## config.mk

```make
export PLATFORM = sky130hd
export DESIGN_NAME = wdrst_top
export DESIGN_NICKNAME = d
export VERILOG_FILES = /design/src/inc/wdrst_pkg.sv /design/src/inc/wdrst_wdog_if.sv /design/src/core/wdrst_wdog_counter.sv /design/src/core/wdrst_top.sv
export SDC_FILE = /design/constraint.sdc
export NUM_CORES = 1
export LEC_CHECK = 0
export BUFFER_PORTS_ARGS = -buffer_cell sky130_fd_sc_hd__buf_2
export CORE_MARGIN = 1
export CORE_UTILIZATION = 39
export DETAILED_ROUTE_END_ITERATION = 8
export PLACE_DENSITY = 0.56
export REMOVE_ABC_BUFFERS = 1
export SETUP_SLACK_MARGIN = 0.02
export SKIP_LAST_GASP = 1
export SYNTH_ARGS = -nofsm -noshare
export SYNTH_HDL_FRONTEND = slang
export SYNTH_SLANG_ARGS = --single-unit
```

## constraint.sdc

```tcl
create_clock -name CLK_I -period 2.4 [get_ports CLK_I]
set_input_delay 0.36 -clock CLK_I [delete_from_list [all_inputs] [get_ports CLK_I]]
set_output_delay 0.36 -clock CLK_I [all_outputs]
set_load 0.01 [all_outputs]
```

## src/inc/wdrst_pkg.sv

```systemverilog
// Constants and types shared by the watchdog and reset-source logic
package wdrst_pkg;

	// ****************************************
	// Register addresses
	// ****************************************
	localparam logic [7:0] RESET_CAUSE_ADDR = 8'hEF;
	localparam logic [7:0] WDOG_CTRL_ADDR   = 8'hB7;

	// ****************************************
	// Watchdog control codes and fields
	// ****************************************
	localparam logic [7:0] WDOG_CODE_ENABLE  = 8'hA5;
	localparam logic [7:0] WDOG_CODE_DISARM1 = 8'hDE;
	localparam logic [7:0] WDOG_CODE_DISARM2 = 8'hAD;
	localparam logic [7:0] WDOG_CODE_LOCK    = 8'hFF;
	localparam int         WDOG_WR_GUARD_BIT = 7;
	localparam int         WDOG_ACTIVE_BIT   = 4;
	localparam logic [2:0] WDOG_INTERVAL_RST = 3'h7;
	localparam logic [2:0] WDOG_DISARM_WIN   = 3'h4;
	localparam logic [4:0] WDOG_EXP_BASE     = 5'h06;
	localparam int         WDOG_COUNTER_W    = 21;

	// ****************************************
	// Reset cause register bit positions
	// ****************************************
	localparam int RC_PIN_BIT  = 0;
	localparam int RC_POR_BIT  = 1;
	localparam int RC_MCD_BIT  = 2;
	localparam int RC_WDOG_BIT = 3;
	localparam int RC_SW_BIT   = 4;
	localparam int RC_CMP_BIT  = 5;
	localparam int RC_CNV_BIT  = 6;
	localparam int RC_TEST_BIT = 7;
	localparam int RC_FLAGS_W  = 7;

	// ****************************************
	// Timing
	// ****************************************
	localparam int CLK_FREQ_HZ     = 10_000_000;
	localparam int POR_HOLD_MS     = 100;
	localparam int POR_HOLD_MIN_MS = 80;
	localparam int POR_HOLD_MAX_MS = 120;
	localparam int POR_HOLD_CYCLES = POR_HOLD_MS * (CLK_FREQ_HZ / 1000);
	localparam int MCD_MIN_US      = 100;
	localparam int MCD_TYP_US      = 220;
	localparam int MCD_MAX_US      = 500;
	localparam int INT_HOLD_CYCLES = 12;

	// ****************************************
	// Reset sequencer states
	// ****************************************
	typedef enum logic [1:0] {
		WDRST_RUN,
		WDRST_POR_HOLD,
		WDRST_INT_HOLD
	} wdrst_rst_state_t;

endpackage

```

## src/inc/wdrst_wdog_if.sv

```systemverilog
// Link between the reset controller and the watchdog counter
`timescale 1ns/1ps
interface wdrst_wdog_if;
	logic       enable;
	logic       restart;
	logic [2:0] interval;
	logic       overflow;

	modport ctrl (
		output enable,
		output restart,
		output interval,
		input  overflow
	);

	modport counter (
		input  enable,
		input  restart,
		input  interval,
		output overflow
	);
endinterface

```

## src/core/wdrst_wdog_counter.sv

```systemverilog
// Watchdog counter with power-of-four timeout
`timescale 1ns/1ps
module wdrst_wdog_counter
	import wdrst_pkg::*;
#(
	parameter int CNT_W = WDOG_COUNTER_W
)(
	input  wire logic     clk_i,
	input  wire logic     reset_n_i,
	wdrst_wdog_if.counter wd
);

	typedef struct packed {
		logic [CNT_W-1:0] cnt;
		logic             ovf;
	} wdrst_cnt_state_t;

	wdrst_cnt_state_t s;
	wdrst_cnt_state_t next_s;
	logic [4:0]       shamt;
	logic [CNT_W-1:0] limit;

	// ****************************************
	// Terminal count: 4^(3+k) cycles
	// ****************************************
	assign shamt = {wd.interval, 1'b0} + WDOG_EXP_BASE;
	assign limit = ({{(CNT_W-1){1'b0}}, 1'b1} << shamt) - CNT_W'(1);

	always_comb begin
		next_s = s;
		next_s.ovf = 1'b0;
		if (wd.restart || !wd.enable) begin
			next_s.cnt = '0;
		end else if (s.cnt == limit) begin
			next_s.cnt = '0;
			next_s.ovf = 1'b1;
		end else begin
			next_s.cnt = s.cnt + CNT_W'(1);
		end
	end

	always_ff @(posedge clk_i or negedge reset_n_i) begin
		if (!reset_n_i) begin
			s <= '0;
		end else begin
			s <= next_s;
		end
	end

	assign wd.overflow = s.ovf;

endmodule

```

## src/core/wdrst_top.sv

```systemverilog
// Watchdog timer and reset-source controller, top level
//
// Overview of operation
// - Watchdog timeout is four to the power three plus interval field clocks.
// - Control register read returns the programmed interval in bits two to zero.
// - Interval field becomes all ones after every system reset.
// - Writing the enable code enables the watchdog and restarts its count.
// - Disable needs first code then second code within four clocks.
// - Writing the lock code blocks every later disable sequence until the next reset.
// - Control register bit four reads one while the watchdog runs.
// - Reset cause bit seven reads one while the test port is in reset.
// - Bit six enables convert-start reset; reads set after such a reset.
// - Bit five enables comparator reset; reads set after such a reset.
// - Bit four forces an internal reset without the pin; reads its flag.
// - Bit three reads one after a watchdog timeout reset.
// - Bit two reads one after a missing-clock detector reset.
// - Bit one forces a power-on reset driving the pin low; reads its flag.
// - Bit zero reads one after a reset from the external pin.
// - Pin held low about 100 ms after supply crosses threshold.
// - Missing-clock reset comes 100 to 500 us after the clock stops.
// - Watchdog is a 21-bit counter measuring time between restart writes.
// - Every reset exit starts the watchdog at maximum interval, unlocked.
// - Watchdog overflow forces an internal reset without driving the pin.
// - Lock code neither enables nor restarts; lock lasts until reset.
`timescale 1ns/1ps
module wdrst_top
	import wdrst_pkg::*;
#(
	parameter int POR_HOLD_COUNT = POR_HOLD_CYCLES,
	parameter int WDOG_CNT_W     = WDOG_COUNTER_W
)(
	input  wire logic       CLK_I,
	input  wire logic       RESET_N_I,
	input  wire logic       VDD_OK_I,
	input  wire logic       RST_PIN_I,
	output      logic       RST_PIN_O,
	output      logic       RST_PIN_OE_N_O,
	input  wire logic       CONVERT_START_INPUT_N_I,
	input  wire logic       COMPARATOR_OUT_I,
	input  wire logic       MISSING_CLOCK_REQ_I,
	input  wire logic       TEST_PORT_RESET_I,
	input  wire logic [7:0] SFR_ADDR_I,
	input  wire logic       SFR_WE_I,
	input  wire logic       SFR_RE_I,
	input  wire logic [7:0] SFR_WDATA_I,
	output      logic [7:0] SFR_RDATA_O,
	output      logic       SYS_RESET_N_O,
	output      logic       WDOG_ACTIVE_O
);

	// ****************************************
	// State
	// ****************************************
	localparam int HOLD_W = $clog2(POR_HOLD_COUNT + 1);

	typedef struct packed {
		wdrst_rst_state_t        rst_state;
		logic [HOLD_W-1:0]       hold_cnt;
		logic                    pin_drive;
		logic                    sys_run;
		logic [RC_FLAGS_W-1:0]   flags;
		logic                    cnv_en;
		logic                    cmp_en;
		logic                    wd_en;
		logic                    wd_lock;
		logic [2:0]              interval;
		logic [2:0]              disarm_win;
		logic [7:0]              rdata;
	} wdrst_top_state_t;

	localparam wdrst_top_state_t ST_RESET = '{
		rst_state:  WDRST_POR_HOLD,
		hold_cnt:   '0,
		pin_drive:  1'b1,
		sys_run:    1'b0,
		flags:      7'h02,
		cnv_en:     1'b0,
		cmp_en:     1'b0,
		wd_en:      1'b1,
		wd_lock:    1'b0,
		interval:   WDOG_INTERVAL_RST,
		disarm_win: 3'h0,
		rdata:      8'h00
	};

	wdrst_top_state_t s;
	wdrst_top_state_t next_s;

	logic                  run;
	logic                  pin_low;
	logic                  wr_wdog;
	logic                  wr_cause;
	logic [RC_FLAGS_W-1:0] cause;
	logic [7:0]            wdog_rd;
	logic [7:0]            cause_rd;

	wdrst_wdog_if wd ();

	// ****************************************
	// Watchdog counter
	// ****************************************
	wdrst_wdog_counter #(
		.CNT_W     (WDOG_CNT_W)
	) u_wdog_counter (
		.clk_i     (CLK_I),
		.reset_n_i (RESET_N_I),
		.wd        (wd)
	);

	assign wd.enable   = s.wd_en && s.sys_run;
	assign wd.interval = s.interval;
	// Held in restart through reset and on each enable code
	assign wd.restart  = !s.sys_run
		|| (wr_wdog && SFR_WDATA_I == WDOG_CODE_ENABLE);

	// ****************************************
	// Decode
	// ****************************************
	assign run      = (s.rst_state == WDRST_RUN) && s.sys_run;
	// Pin only counts as an outside reset while not driven by us
	assign pin_low  = !RST_PIN_I && !s.pin_drive;
	assign wr_wdog  = run && SFR_WE_I && (SFR_ADDR_I == WDOG_CTRL_ADDR);
	assign wr_cause = run && SFR_WE_I && (SFR_ADDR_I == RESET_CAUSE_ADDR);

	// ****************************************
	// Read values
	// ****************************************
	always_comb begin
		wdog_rd = 8'h00;
		wdog_rd[2:0] = s.interval;
		wdog_rd[WDOG_ACTIVE_BIT] = s.wd_en && s.sys_run;
	end

	always_comb begin
		cause_rd = {1'b0, s.flags};
		cause_rd[RC_TEST_BIT] = TEST_PORT_RESET_I;
	end

	// ****************************************
	// Reset source selection
	// ****************************************
	always_comb begin
		cause = '0;
		if (!VDD_OK_I) begin
			cause[RC_POR_BIT] = 1'b1;
		end else if (wr_cause && SFR_WDATA_I[RC_POR_BIT]) begin
			cause[RC_POR_BIT] = 1'b1;
		end else if (pin_low) begin
			cause[RC_PIN_BIT] = 1'b1;
		end else if (MISSING_CLOCK_REQ_I) begin
			cause[RC_MCD_BIT] = 1'b1;
		end else if (run && s.wd_en && wd.overflow) begin
			cause[RC_WDOG_BIT] = 1'b1;
		end else if (s.cnv_en && !CONVERT_START_INPUT_N_I) begin
			cause[RC_CNV_BIT] = 1'b1;
		end else if (s.cmp_en && !COMPARATOR_OUT_I) begin
			cause[RC_CMP_BIT] = 1'b1;
		end else if (wr_cause && SFR_WDATA_I[RC_SW_BIT]) begin
			cause[RC_SW_BIT] = 1'b1;
		end
	end

	// ****************************************
	// Next state
	// ****************************************
	always_comb begin
		next_s = s;

		// Register read port, one cycle latency
		if (SFR_RE_I) begin
			if (SFR_ADDR_I == WDOG_CTRL_ADDR) begin
				next_s.rdata = wdog_rd;
			end else if (SFR_ADDR_I == RESET_CAUSE_ADDR) begin
				next_s.rdata = cause_rd;
			end else begin
				next_s.rdata = 8'h00;
			end
		end

		// Disable window ages every clock
		if (s.disarm_win != 3'h0) begin
			next_s.disarm_win = s.disarm_win - 3'h1;
		end

		// Watchdog control writes
		if (wr_wdog) begin
			if (SFR_WDATA_I == WDOG_CODE_ENABLE) begin
				next_s.wd_en = 1'b1;
				next_s.disarm_win = 3'h0;
			end else if (SFR_WDATA_I == WDOG_CODE_DISARM1) begin
				next_s.disarm_win = WDOG_DISARM_WIN;
			end else if (SFR_WDATA_I == WDOG_CODE_DISARM2) begin
				if (s.disarm_win != 3'h0 && !s.wd_lock) begin
					next_s.wd_en = 1'b0;
				end
				next_s.disarm_win = 3'h0;
			end else if (SFR_WDATA_I == WDOG_CODE_LOCK) begin
				next_s.wd_lock = 1'b1;
				next_s.disarm_win = 3'h0;
			end else if (!SFR_WDATA_I[WDOG_WR_GUARD_BIT]) begin
				next_s.interval = SFR_WDATA_I[2:0];
				next_s.disarm_win = 3'h0;
			end else begin
				next_s.disarm_win = 3'h0;
			end
		end

		// Reset source enables
		if (wr_cause) begin
			next_s.cnv_en = SFR_WDATA_I[RC_CNV_BIT];
			next_s.cmp_en = SFR_WDATA_I[RC_CMP_BIT];
		end

		// Reset sequencer
		unique case (s.rst_state)
			WDRST_RUN: begin
				next_s.sys_run = 1'b1;
				next_s.pin_drive = 1'b0;
				if (cause[RC_POR_BIT]) begin
					next_s.rst_state = WDRST_POR_HOLD;
					next_s.hold_cnt = '0;
					next_s.pin_drive = 1'b1;
					next_s.sys_run = 1'b0;
					next_s.flags = cause;
				end else if (cause != '0) begin
					next_s.rst_state = WDRST_INT_HOLD;
					next_s.hold_cnt = HOLD_W'(INT_HOLD_CYCLES);
					next_s.sys_run = 1'b0;
					next_s.flags = cause;
				end
			end
			WDRST_POR_HOLD: begin
				next_s.pin_drive = 1'b1;
				next_s.sys_run = 1'b0;
				if (!VDD_OK_I) begin
					next_s.hold_cnt = '0;
				end else if (s.hold_cnt
					== HOLD_W'(POR_HOLD_COUNT - 1)) begin
					next_s.rst_state = WDRST_RUN;
					next_s.pin_drive = 1'b0;
				end else begin
					next_s.hold_cnt = s.hold_cnt + HOLD_W'(1);
				end
			end
			WDRST_INT_HOLD: begin
				next_s.pin_drive = 1'b0;
				next_s.sys_run = 1'b0;
				if (!VDD_OK_I) begin
					next_s.rst_state = WDRST_POR_HOLD;
					next_s.hold_cnt = '0;
					next_s.pin_drive = 1'b1;
					next_s.flags = 7'h02;
				end else if (pin_low || MISSING_CLOCK_REQ_I) begin
					// Level sources keep the hold reloaded
					next_s.hold_cnt = HOLD_W'(INT_HOLD_CYCLES);
				end else if (s.hold_cnt == '0) begin
					next_s.rst_state = WDRST_RUN;
				end else begin
					next_s.hold_cnt = s.hold_cnt - HOLD_W'(1);
				end
			end
		endcase

		// Defaults applied during every reset
		if (s.rst_state != WDRST_RUN || next_s.rst_state != WDRST_RUN) begin
			next_s.wd_en = 1'b1;
			next_s.wd_lock = 1'b0;
			next_s.interval = WDOG_INTERVAL_RST;
			next_s.disarm_win = 3'h0;
			next_s.cnv_en = 1'b0;
			next_s.cmp_en = 1'b0;
		end
	end

	// ****************************************
	// State register
	// ****************************************
	always_ff @(posedge CLK_I or negedge RESET_N_I) begin
		if (!RESET_N_I) begin
			s <= ST_RESET;
		end else begin
			s <= next_s;
		end
	end

	// ****************************************
	// Outputs
	// ****************************************
	assign RST_PIN_O      = 1'b0;
	assign RST_PIN_OE_N_O = !s.pin_drive;
	assign SFR_RDATA_O    = s.rdata;
	assign SYS_RESET_N_O  = s.sys_run;
	assign WDOG_ACTIVE_O  = s.wd_en && s.sys_run;

endmodule

```

==> results_tabular.tex, run 1 <==
\begin{tabular}{lr}
\hline
Metric & Value \\
\hline
\multicolumn{2}{l}{\textbf{Die}} \\
\quad Initial core utilization & 40.8\% \\
\quad Height of the chip & 112 um \\
\quad Number of ports placed on the die boundary & 38 \\
\quad Die outline width & 112 um \\
\quad Std cell rows & 39 \\
\quad Core region area & 11,600 um2 \\
\quad Area of the die & 12,600 um2 \\
\multicolumn{2}{l}{\textbf{Clocking}} \\
\quad TritonCTS Buffers & 9 \\
\quad Clk root buf & clkbuf\_16 \\
\quad CTS H-tree lvls & 3 \\
\quad CTS Sinks & 71 \\
\quad Clock slew at reported path FFs & 0.06 ns \\
\quad Clock tree from TritonCTS & done \\
\quad Count of hold-fix buffers inserted at cts & 0 \\
\quad Source-to-sink clock delay at the later pin of the worst-skew pair & 0.34 ns \\
\quad Buffer depth of the longest clock path & 2 \\
\multicolumn{2}{l}{\textbf{Finish}} \\
\quad Final \#Nets & 674 \\
\quad Antenna diode count & 0 \\
\quad Filler instances & 1,107 \\
\quad Final cell count without fillers & 787 \\
\quad Area added between synthesis and finish & 24.6\% \\
\quad Final core utilization & 50.8\% \\
\quad Fraction of layout instances using a drive strength above 1 & 26.1\% \\
\multicolumn{2}{l}{\textbf{Place}} \\
\quad Placed cells & 765 \\
\quad Estimated wirelength of the detail-placed design & 9370 um \\
\quad Quantity of I/O buffers inserted on ports & 36 \\
\quad Placer Congestion & 0.874 \\
\quad Post-placement worst setup slack & -0.0325 ns \\
\multicolumn{2}{l}{\textbf{Timing}} \\
\quad Post-route setup slack & 0.0624 ns \\
\quad Maximum achievable frequency & 428 MHz \\
\quad Worst slew margin relative to its limit & 65.2\% \\
\quad RSZ-0062 raised after global routing & yes \\
\quad Final Hold Violating Endpoints & 0 \\
\quad Clk\_skew & 0.00786 ns \\
\quad Slew Limit Fails & 0 \\
\quad Setup TNS & 0 ns \\
\quad Setup Viol. Count Final & 0 \\
\quad Post-route minimum period & 2.34 ns \\
\quad Period utilization & 97.4\% \\
\quad Slew @ Worst Pin & 0.520 ns \\
\multicolumn{2}{l}{\textbf{Setup path}} \\
\quad Worst Path Required & 2.67 ns \\
\quad Setup crit start kind & flop \\
\quad CP Max Fanout & 5 \\
\quad Ordered list of cells on the worst path & inv\_2 > ha\_4 > nand4\_4 > or4\_4 > and4b\_4 > a221o\_1 > or4\_1 > o21ai\_1 \\
\quad Critical Path Max Stage Delay & 0.50 ns \\
\quad Type of element capturing the critical path & flop \\
\quad Slowest stage cell on the critical path & or4\_4 \\
\quad Class of the most critical setup path & reg2reg \\
\quad Worst path top cell family by delay & simple AND/OR/NAND/NOR gates \\
\quad Arrival time at the worst endpoint & 2.61 ns \\
\quad Combined buffer and inverter count along the critical path & 1 \\
\multicolumn{2}{l}{\textbf{Power}} \\
\quad Worst IR Drop VDD & 0.416 mV \\
\quad Total power after layout & 5.13 mW \\
\quad Power density over the cells & 869 nW/um2 \\
\quad Leak Pwr & 2.53 nW \\
\multicolumn{2}{l}{\textbf{Flow run}} \\
\quad Max-cap violation count & 0 \\
\multicolumn{2}{l}{\textbf{GRT}} \\
\quad Most congested layer reported by global routing & met2 \\
\quad Met1 Resource Use GR & 28.4\% \\
\quad Remaining global-route overflow & 0 \\
\quad Wire length of the first global-routing pass & 21,200 um \\
\quad Met2 Use GR & 33.9\% \\
\quad Global-route total usage across every layer & 21.1\% \\
\quad Vias in the first global route & 4,320 \\
\quad Met3 layer usage reported by global route & 4.10\% \\
\quad Number of antenna violations at the first check in global routing & 0 \\
\quad Largest net degree at the start of global routing & 72 \\
\multicolumn{2}{l}{\textbf{Yosys}} \\
\quad Number of synthesized flops with an enable pin & 0 \\
\quad Netlist area before placement & 4740 um2 \\
\quad Synth cell types & 71 \\
\quad Share of the yosys chip area belonging to registers & 37.7\% \\
\quad Main synth FF type & dfrtp\_1 \\
\quad Flip-flop and latch count after synthesis & 71 \\
\quad Share of flip-flops with an asynchronous set or reset after synthesis & 100\% \\
\quad Mapped Avg Cell Area & 8.46 um2 \\
\quad Synth Instances & 560 \\
\quad Synth warnings & 0 \\
\multicolumn{2}{l}{\textbf{Run status}} \\
\quad Failing checks & design-rule violations \\
\quad Result of the run & complete, but fails checks \\
\multicolumn{2}{l}{\textbf{Detailed routing}} \\
\quad Routed len/inst & 16.4 um \\
\quad Number of vias per cell after detailed routing & 5.70 \\
\quad Initial DRC Count & 328 \\
\quad Routed Wire Length & 12,900 um \\
\quad Detail Route Antenna Nets & 0 \\
\quad Detailed-routing iteration count for the pre-antenna-repair pass & 7 \\
\quad Total DRC errors in the routed layout & 2 \\
\quad Routed vias & 4,488 \\
\multicolumn{2}{l}{\textbf{Hold path}} \\
\quad Type of the most critical hold path & in2async \\
\hline
\end{tabular}
==> layer usage <==
metal,vias up,wire [um]
met5,-,0
met4,0,152
met3,11,472
met2,85,6040
met1,2181,6230
li1,2211,-
==> power by group <==
part	internal, mW	total (mW)	switching (mW)
Combinational	0.969	2.26	1.29
Sequential	1.31	1.41	0.0977
Clock	0.940	1.46	0.520
==> kinds of logic (layout without fill, tap and decap cells) <==
| kind of cell | after synthesis | after routing | share of synthesized area, % |
|---|---|---|---|
| mux | 8 | 8 | 1.74 |
| buf+inv | 67 | 151 | 6.28 |
| flops | 71 | 71 | 37.7 |
| xor+xnor | 25 | 25 | 4.62 |
| simple gates | 242 | 242 | 27.3 |
| compound gates | 137 | 137 | 20.0 |
| fa+ha+maj | 9 | 9 | 2.38 |
| other cells | 1 | 1 | 0.0791 |
==> final cells by class <==
type	instances	area, um2	share of cell area (%)
Multi-Input combinational cell	422	2750	46.6
Sequential cell	71	1790	30.2
Timing Repair Buffer	114	785	13.3
Clock buffer	11	243	4.11
Tap cell	143	179	3.03
Clock inverter	5	81.3	1.38
Inverter	21	78.8	1.34
==> cells in the final DEF, fill, tap and decap left out, types with 3 or more instances in the layout <==
cell / synthesis / layout
a21o_1: 3 / 3
a21oi_1: 27 / 27
a22o_1: 4 / 4
a22oi_1: 8 / 8
a31oi_1: 8 / 8
a32o_1: 3 / 3
and2_1: 4 / 4
and3_1: 11 / 11
and4_1: 10 / 10
buf_2: 7 / 35
buf_4: 10 / 77
clkbuf_16: 0 / 9
dfrtp_1: 64 / 64
dfstp_2: 7 / 7
ha_1: 9 / 6
inv_1: 21 / 19
mux2i_1: 6 / 6
nand2_1: 37 / 37
nand3_1: 33 / 32
nand3b_1: 4 / 4
nand4_1: 17 / 17
nand4b_1: 3 / 3
nor2_1: 64 / 64
nor2b_1: 3 / 3
nor3_1: 17 / 17
nor3b_1: 4 / 4
nor4_1: 8 / 6
o211ai_1: 4 / 4
o21ai_0: 36 / 27
o21ai_1: 1 / 10
o22ai_1: 6 / 6
o2bb2ai_1: 6 / 5
o31ai_1: 3 / 3
or3_1: 5 / 5
or4_1: 8 / 7
xnor2_1: 6 / 6
xor2_1: 19 / 19
==> metrics by stage <==
stage	hold slack (ns)	cell area (um2)
6_report	0.0213	5900
5_1_grt	0.0635	5900
4_1_cts	0.0472	5790
3_5_place_dp	0.413	5430
3_3_place_gp	0.408	5430
2_1_floorplan	0.0644	4520
==> cells in the mapped netlist, drive strengths merged (5+ instances only) <==
cell type	number	area, um2
nor4	9	62.6
xor2	19	166
o2bb2ai	6	52.6
o22ai	6	37.5
xnor2	6	52.6
dfstp	7	184
ha	9	113
a31oi	8	50.1
nor3	18	95.1
a21oi	27	135
inv	21	78.8
and4	10	87.6
nor2	65	246
nand2	37	139
mux2i	6	60.1
o21ai	37	185
or4	9	71.3
clkbuf	29	109
buf	17	110
and3	11	68.8
nand4	19	131
or3	5	31.3
dfrtp	64	1600
a22oi	8	60.1
nand3	33	165
==> state kept, by name (all words and copies together) (netlist names) <==
register,flops
u_wdog_counter.wd.overflow,1
cause_rd,7
SFR_RDATA_O,8
SYS_RESET_N_O,1
u_wdog_counter.s,21
s,30
wd.interval,3
==> timing repair <==
action,CTS,global route
pin swaps,0,11
hold endpoints to repair,0,0
endpoints found under the setup margin,25,35
gates resized for setup,4,25
setup buffers,0,6
==> worst register-to-register path, stage by stage (launching register included) <==
cell and delay [ns]:
dfrtp_1 0.39, inv_2 0.08, ha_4 0.17, nand4_4 0.09, or4_4 0.50, and4b_4 0.21, a221o_1 0.27, or4_1 0.47
o21ai_1 0.09
==> final timing paths <==
path	slack, ns	startpoint	depth (start not counted)	to
worst max-delay path	0.06	s[48]	8	s[27]
worst min-delay path	0.02	RESET_N_I	2	u_wdog_counter.s[4]
worst max register to register	0.06	s[48]	8	s[27]
worst min register to register	0.47	cause_rd[1]	2	cause_rd[1]
max in group asynchronous	2.01	RESET_N_I	2	s[26]
min in group CLK_I	0.25	TEST_PORT_RESET_I	3	SFR_RDATA_O[7]
Note: power is estimated with default switching activity, not from simulation.
==> run 2: changes to the inputs <==
--- a/config.mk
+++ b/config.mk
@@ -5,6 +5,7 @@
 export SDC_FILE = /design/constraint.sdc
 export NUM_CORES = 1
 export LEC_CHECK = 0
+export ABC_AREA = 1
 export BUFFER_PORTS_ARGS = -buffer_cell sky130_fd_sc_hd__buf_2
 export CORE_MARGIN = 1
 export CORE_UTILIZATION = 39
==> results_tabular.tex, run 2 <==
\begin{tabular}{lr}
\hline
Metric & Value \\
\hline
\multicolumn{2}{l}{\textbf{Setup path}} \\
\quad Type of element capturing the critical path & flop \\
\quad Arrival time at the worst endpoint & 2.41 ns (-0.20 ns) \\
\quad CP Max Fanout & 21 (+16) \\
\quad Worst Path Required & 2.66 ns (about the same) \\
\quad Critical Path Max Stage Delay & 0.39 ns (-0.11 ns) \\
\quad CP Launch Point & s[48] \\
\quad Reg2reg start & s[48] \\
\quad Class of the most critical setup path & reg2reg \\
\quad Ordered list of cells on the worst path & inv\_1 > ha\_2 > nand2\_2 > nor2\_4 > nand4\_1 > nand2\_1 > inv\_2 > nand4\_1 > inv\_2 > nor2\_4 > buf\_6 > nor2\_1 > a31oi\_1 \\
\quad Combined buffer and inverter count along the critical path & 4 (+3) \\
\quad Slowest stage cell on the critical path & dfrtp\_1 \\
\quad Worst path top cell family by delay & simple AND/OR/NAND/NOR gates \\
\quad Setup crit start kind & flop \\
\multicolumn{2}{l}{\textbf{Yosys}} \\
\quad Most area-consuming cells after synthesis & dfrtp\_1 (32\%), nand2\_1 (11\%), nor2\_1 (7.2\%) \\
\quad Commonest cells post-synth & nand2\_1 (146), nor2\_1 (96), inv\_1 (85) \\
\quad Synth cell types & 42 (-41\%) \\
\quad Mapped Avg Cell Area & 7.01 um2 (-17\%) \\
\quad Netlist area before placement & 5020 um2 (+6.0\%) \\
\quad Flip-flop and latch count after synthesis & 71 (unchanged) \\
\quad Most area-hungry cell type in the Yosys netlist & dfrtp\_1 \\
\quad Most frequent cell after synthesis & nand2\_1 \\
\quad Share of flip-flops with an asynchronous set or reset after synthesis & 100\% (unchanged) \\
\quad Area share of the largest cell type after synthesis & 31.9\% (-1.9 points) \\
\quad Number of synthesized flops with an enable pin & 0 (unchanged) \\
\quad Synth Instances & 717 (+28\%) \\
\quad Synth warnings & 0 (unchanged) \\
\quad Main synth FF type & dfrtp\_1 \\
\quad Share of the yosys chip area belonging to registers & 35.5\% (-2.1 points) \\
\multicolumn{2}{l}{\textbf{Detailed routing}} \\
\quad Routed Wire Length & 13,200 um (+2.2\%) \\
\quad Routed len/inst & 14.1 um (-14\%) \\
\quad Detail Route Antenna Nets & 0 (unchanged) \\
\quad Detailed-routing iteration count for the pre-antenna-repair pass & 6 (-1) \\
\quad Total DRC errors in the routed layout & 0 (-2) \\
\quad Initial DRC Count & 363 (+11\%) \\
\quad Number of vias per cell after detailed routing & 5.24 (-8.0\%) \\
\quad Routed vias & 4,914 (+9.5\%) \\
\multicolumn{2}{l}{\textbf{Die}} \\
\quad Height of the chip & 116 um (+2.9\%) \\
\quad Std cell rows & 41 (+5.1\%) \\
\quad Core region area & 12,600 um2 (+8.2\%) \\
\quad Die outline width & 116 um (+2.9\%) \\
\quad Area of the die & 13,300 um2 (+5.9\%) \\
\quad Initial core utilization & 40.0\% (-0.82 points) \\
\quad Number of ports placed on the die boundary & 38 (unchanged) \\
\multicolumn{2}{l}{\textbf{Timing}} \\
\quad Slew Limit Fails & 0 (unchanged) \\
\quad Maximum achievable frequency & 465 MHz (+8.6\%) \\
\quad Setup TNS & 0 ns (unchanged) \\
\quad Worst slew margin relative to its limit & 63.4\% (-1.8 points) \\
\quad Period utilization & 89.7\% (-7.7 points) \\
\quad Clk\_skew & 0.00992 ns (+0.00206 ns) \\
\quad Final Hold Violating Endpoints & 0 (unchanged) \\
\quad Setup Viol. Count Final & 0 (unchanged) \\
\quad Post-route minimum period & 2.15 ns (-0.185 ns) \\
\quad Slew @ Worst Pin & 0.548 ns (+0.0283 ns) \\
\quad RSZ-0062 raised after global routing & no \\
\multicolumn{2}{l}{\textbf{Clocking}} \\
\quad Clk root buf & clkbuf\_16 \\
\quad Source-to-sink clock delay at the later pin of the worst-skew pair & 0.34 ns (about the same) \\
\quad CTS Sinks & 71 (unchanged) \\
\quad TritonCTS Buffers & 9 (unchanged) \\
\quad Buffer depth of the longest clock path & 2 (unchanged) \\
\quad Clock tree from TritonCTS & done \\
\quad CTS H-tree lvls & 3 (unchanged) \\
\quad Clock slew at reported path FFs & 0.06 ns (about the same) \\
\multicolumn{2}{l}{\textbf{GRT}} \\
\quad Vias in the first global route & 4,620 (+6.9\%) \\
\quad Number of antenna violations at the first check in global routing & 0 (unchanged) \\
\quad Remaining global-route overflow & 0 (unchanged) \\
\quad Wire length of the first global-routing pass & 22,500 um (+6.4\%) \\
\quad Largest net degree at the start of global routing & 51 (-29\%) \\
\quad Global-route total usage across every layer & 21.6\% (+0.49 points) \\
\multicolumn{2}{l}{\textbf{Finish}} \\
\quad Area added between synthesis and finish & 15.1\% \\
\quad Most common cell after layout, fill and taps aside & nand2\_1 \\
\quad Most flop-heavy register & s \\
\quad Antenna diode count & 0 (unchanged) \\
\quad Highest-count cells in the layout ignoring fill and taps & nand2\_1 (146), nor2\_1 (95), inv\_1 (85) \\
\quad Largest register FFs & 30 (unchanged) \\
\quad Final \#Nets & 795 (+18\%) \\
\quad Final core utilization & 46.0\% (-4.8 points) \\
\quad Fraction of layout instances using a drive strength above 1 & 15.7\% (-10 points) \\
\multicolumn{2}{l}{\textbf{Run status}} \\
\quad Result of the run & finished, final reports clean \\
\multicolumn{2}{l}{\textbf{Flow run}} \\
\quad Max-cap violation count & 0 (unchanged) \\
\multicolumn{2}{l}{\textbf{Power}} \\
\quad Leak Pwr & 2.60 nW (+3.0\%) \\
\quad Worst IR Drop VDD & 0.352 mV (-15\%) \\
\quad Power density over the cells & 823 nW/um2 (-5.3\%) \\
\multicolumn{2}{l}{\textbf{Place}} \\
\quad Placer Congestion & 0.931 (+6.5\%) \\
\quad Estimated wirelength of the detail-placed design & 10,000 um (+6.8\%) \\
\quad Quantity of I/O buffers inserted on ports & 36 (unchanged) \\
\multicolumn{2}{l}{\textbf{Hold path}} \\
\quad Type of the most critical hold path & in2async \\
\hline
\end{tabular}
## run 2: through the flow
step / std cells / power, mW / area [um2] / hold slack (ns) / setup WS, ns
floorplan: 696 / 2.60 / 4880 / 0.0644 / 0.114
global placement: 918 / 3.16 / 5390 / 0.373 / 0.138
detailed placement: 918 / 3.17 / 5390 / 0.378 / 0.0590
CTS: 934 / 4.74 / 5730 / 0.0118 / 0.0530
global route: 937 / 5.07 / 5780 / 0.0340 / 0.0267
finish: 937 / 4.76 / 5780 / 0.00407 / 0.248
## run 2: cell families (layout without fill, tap and decap cells)
kind of cell	count (synthesis)	after routing	share of synthesized area, %
xor+xnor	22	22	3.83
buf+inv	114	162	9.94
flops	71	71	35.5
fa+ha+maj	9	9	2.24
compound gates	102	102	12.0
other cells	1	1	0.0746
simple gates	398	398	36.4
## run 2: worst reg2reg max path, cell delays in order (launching register included)
cell     delay, ns
dfrtp_1       0.39
inv_1         0.14
ha_2          0.24
nand2_2       0.07
nor2_4        0.15
nand4_1       0.13
nand2_1       0.15
inv_2         0.07
nand4_1       0.11
inv_2         0.07
nor2_4        0.10
buf_6         0.24
nor2_1        0.07
a31oi_1       0.14
## run 2: what timing repair did
item | CTS | global route
gates resized for setup | 0 | 11
setup endpoints to repair | 0 | 28
setup buffers | 0 | 3
hold buffers | 0 | 0
hold endpoints to repair | 0 | 0
## run 2: where the power goes
part / switching, mW / internal (mW)
registers: 0.123 / 1.31
clock network: 0.523 / 1.02
logic: 1.23 / 0.554
## run 2: cell type report
cell class | instances | area [um2]
timing repair buffer | 53 | 324
fill | 1305 | 6790
multi-input combinational | 532 | 2760
tap | 172 | 215
clock inverter | 5 | 106
clock buffer | 11 | 233
inverter | 93 | 362
sequential | 71 | 1790
## run 2: final timing paths
check / end / slack (ns) / depth (start not counted)
max: s[30] / 0.25 / 13
min reg2reg: SFR_RDATA_O[7] / 0.49 / 2
min: SFR_RDATA_O[7] / 0.004 / 1
min in group CLK_I: SFR_RDATA_O[7] / 0.27 / 3
max reg2reg: s[30] / 0.25 / 13
max in group asynchronous: wd.interval[2] / 1.69 / 2
## run 2: layer usage
metal | routed length (um) | GRT usage (%)
met5 | 0 | 0
met2 | 6000 | 34.1
met3 | 618 | 3.03
met4 | 233 | 8.66
met1 | 6330 | 29.7
==> run 3: changes to the inputs <==
--- a/config.mk
+++ b/config.mk
@@ -8,9 +8,9 @@
 export ABC_AREA = 1
 export BUFFER_PORTS_ARGS = -buffer_cell sky130_fd_sc_hd__buf_2
 export CORE_MARGIN = 1
-export CORE_UTILIZATION = 39
+export CORE_UTILIZATION = 30
 export DETAILED_ROUTE_END_ITERATION = 8
-export PLACE_DENSITY = 0.56
+export PLACE_DENSITY = 0.45
 export REMOVE_ABC_BUFFERS = 1
 export SETUP_SLACK_MARGIN = 0.02
 export SKIP_LAST_GASP = 1
==> results_tabular.tex, run 3 (synthesis gave the netlist of run 2 again) <==
\begin{tabular}{lr}
\hline
Metric & Value \\
\hline
\multicolumn{2}{l}{\textbf{Power}} \\
\quad Leak Pwr & 2.58 nW (-0.82\%) \\
\quad Power density over the cells & 791 nW/um2 (-3.9\%) \\
\quad Total power after layout & 4.58 mW (-3.6\%) \\
\quad Worst IR Drop VDD & 0.372 mV (+5.7\%) \\
\multicolumn{2}{l}{\textbf{GRT}} \\
\quad Largest net degree at the start of global routing & 41 (-20\%) \\
\quad Remaining global-route overflow & 0 (unchanged) \\
\quad Global-route total usage across every layer & 17.0\% (-4.6 points) \\
\quad Wire length of the first global-routing pass & 23,600 um (+4.7\%) \\
\quad Number of antenna violations at the first check in global routing & 0 (unchanged) \\
\quad Vias in the first global route & 4,693 (+1.6\%) \\
\multicolumn{2}{l}{\textbf{Clocking}} \\
\quad Buffer depth of the longest clock path & 2 (unchanged) \\
\quad TritonCTS Buffers & 9 (unchanged) \\
\quad Clock tree from TritonCTS & done \\
\quad CTS H-tree lvls & 3 (unchanged) \\
\quad Clk root buf & clkbuf\_16 \\
\quad CTS Sinks & 71 (unchanged) \\
\quad Source-to-sink clock delay at the later pin of the worst-skew pair & 0.34 ns (about the same) \\
\quad Clock slew at reported path FFs & 0.06 ns (about the same) \\
\multicolumn{2}{l}{\textbf{Detailed routing}} \\
\quad Detailed-routing iteration count for the pre-antenna-repair pass & 5 (-1) \\
\quad Number of vias per cell after detailed routing & 4.91 (-6.4\%) \\
\quad Routed vias & 4,831 (-1.7\%) \\
\quad Total DRC errors in the routed layout & 0 (unchanged) \\
\quad Initial DRC Count & 268 (-26\%) \\
\quad Routed len/inst & 14.2 um (+1.2\%) \\
\quad Detail Route Antenna Nets & 0 (unchanged) \\
\quad Routed Wire Length & 14,000 um (+6.3\%) \\
\multicolumn{2}{l}{\textbf{Setup path}} \\
\quad Slowest stage cell on the critical path & dfrtp\_1 \\
\quad Class of the most critical setup path & reg2reg \\
\quad Type of element capturing the critical path & flop \\
\quad Setup slack of the most critical reg-to-reg path & 0.19 ns (-0.06 ns) \\
\quad CP Launch Point & s[48] \\
\quad Depth of the most critical reg-to-reg path & 14 (+1) \\
\quad Arrival time at the worst endpoint & 2.48 ns (+0.07 ns) \\
\quad Ordered list of cells on the worst path & inv\_1 > ha\_1 > nand2\_2 > nor2\_4 > nand4\_1 > nand2\_1 > inv\_2 > nand4\_1 > inv\_2 > nor2\_4 > nand2\_2 > inv\_4 > nand2\_1 > o21ai\_0 \\
\quad Worst reg2reg path endpoint & s[34] \\
\quad Endpoint of the most critical setup path & s[34] \\
\quad Reg2reg start & s[48] \\
\quad Critical Path Max Stage Delay & 0.38 ns (about the same) \\
\quad CP Max Fanout & 16 (-24\%) \\
\quad Worst Path Required & 2.66 ns (about the same) \\
\quad Setup crit start kind & flop \\
\multicolumn{2}{l}{\textbf{Die}} \\
\quad Std cell rows & 46 (+12\%) \\
\quad Area of the die & 17,300 um2 (+29\%) \\
\quad Number of ports placed on the die boundary & 38 (unchanged) \\
\quad Core region area & 16,100 um2 (+28\%) \\
\quad Initial core utilization & 31.2\% (-8.8 points) \\
\quad Height of the chip & 131 um (+14\%) \\
\quad Die outline width & 131 um (+14\%) \\
\multicolumn{2}{l}{\textbf{Timing}} \\
\quad Clk\_skew & 0.0102 ns (+0.000255 ns) \\
\quad Maximum achievable frequency & 452 MHz (-2.7\%) \\
\quad Final Hold Violating Endpoints & 0 (unchanged) \\
\quad Setup TNS & 0 ns (unchanged) \\
\quad Period utilization & 92.1\% (+2.4 points) \\
\quad RSZ-0062 raised after global routing & no \\
\quad Slew Limit Fails & 0 (unchanged) \\
\quad Post-route minimum period & 2.21 ns (+0.0587 ns) \\
\quad Post-route setup slack & 0.189 ns (-0.0587 ns) \\
\quad WHS & 0.266 ns (+0.262 ns) \\
\quad Setup Viol. Count Final & 0 (unchanged) \\
\multicolumn{2}{l}{\textbf{Finish}} \\
\quad Most common cell after layout, fill and taps aside & nand2\_1 \\
\quad Final \#Nets & 798 (+0.38\%) \\
\quad Final cell count without fillers & 984 (+5.0\%) \\
\quad Area added between synthesis and finish & 15.4\% \\
\quad Fraction of layout instances using a drive strength above 1 & 15.6\% (-0.061 points) \\
\quad Antenna diode count & 0 (unchanged) \\
\quad Highest-count cells in the layout ignoring fill and taps & nand2\_1 (146), nor2\_1 (96), inv\_1 (85) \\
\quad Largest register FFs & 30 (unchanged) \\
\quad Most flop-heavy register & s \\
\multicolumn{2}{l}{\textbf{Hold path}} \\
\quad HP Start & TEST\_PORT\_RESET\_I \\
\quad Type of the most critical hold path & in2reg \\
\multicolumn{2}{l}{\textbf{Place}} \\
\quad Post-placement worst setup slack & 0.0552 ns (-0.00382 ns) \\
\quad Placed cells & 967 (+5.3\%) \\
\quad Quantity of I/O buffers inserted on ports & 36 (unchanged) \\
\quad Placer Congestion & 0.927 (-0.42\%) \\
\quad Estimated wirelength of the detail-placed design & 10,800 um (+7.5\%) \\
\multicolumn{2}{l}{\textbf{Flow run}} \\
\quad Max-cap violation count & 0 (unchanged) \\
\multicolumn{2}{l}{\textbf{Run status}} \\
\quad Result of the run & finished, final reports clean \\
\hline
\end{tabular}
[run 3: layout make-up]
type | instances | area (um2)
flip-flops and latches | 71 | 1790
inverters | 93 | 352
multi-input cells | 532 | 2740
clock buffers | 9 | 225
fillers | 1784 | 10300
repair buffers | 56 | 352
clock inverters | 7 | 72.6
well taps | 216 | 270
[run 3: metrics by stage]
stage               util (%)  area [um2]
floorplan                  -        4880
global placement        34.0        5480
detailed placement      34.0        5480
CTS                     35.9        5790
global route            36.0        5800
finish                  36.0        5800
[run 3: routing by layer]
metal / routed length (um) / global-route usage (%)
met2: 6390 / 27.3
met3: 537 / 2.85
met1: 6820 / 22.8
met5: 0 / 0
met4: 278 / 6.46
[run 3: critical path: cells and delay by family (launching register included)]
family | cells | cell delay [ns]
buffers and inverters | 4 | 0.51
flip-flops | 1 | 0.38
AO/OA/AOI/OAI | 1 | 0.08
adder cells (fa/ha/maj) | 1 | 0.25
AND/OR/NAND/NOR | 8 | 0.91
[run 3: report_power, final]
group	internal, mW	switching (mW)
Sequential	1.31	0.116
Clock	0.806	0.553
Combinational	0.554	1.24
[run 3: what timing repair did]
item                                    4_1_cts  5_1_grt
buffers inserted                              0        0
resized for setup                             0        2
hold buffers                                  1        0
endpoints found under the setup margin        0       18
hold endpoints to repair                     29        0
[run 3: how the worst min path moves through the flow]
stage                           endpoint  slack (ns)  depth (start not counted)
after CTS                 SFR_RDATA_O[7]        0.25                          3
final                     SFR_RDATA_O[7]        0.27                          3
after floorplan           SFR_RDATA_O[0]        0.06                          0
after global routing      wd.interval[2]        0.28                          3
after global placement    SFR_RDATA_O[7]        0.35                          1
after detailed placement  SFR_RDATA_O[7]        0.35                          1
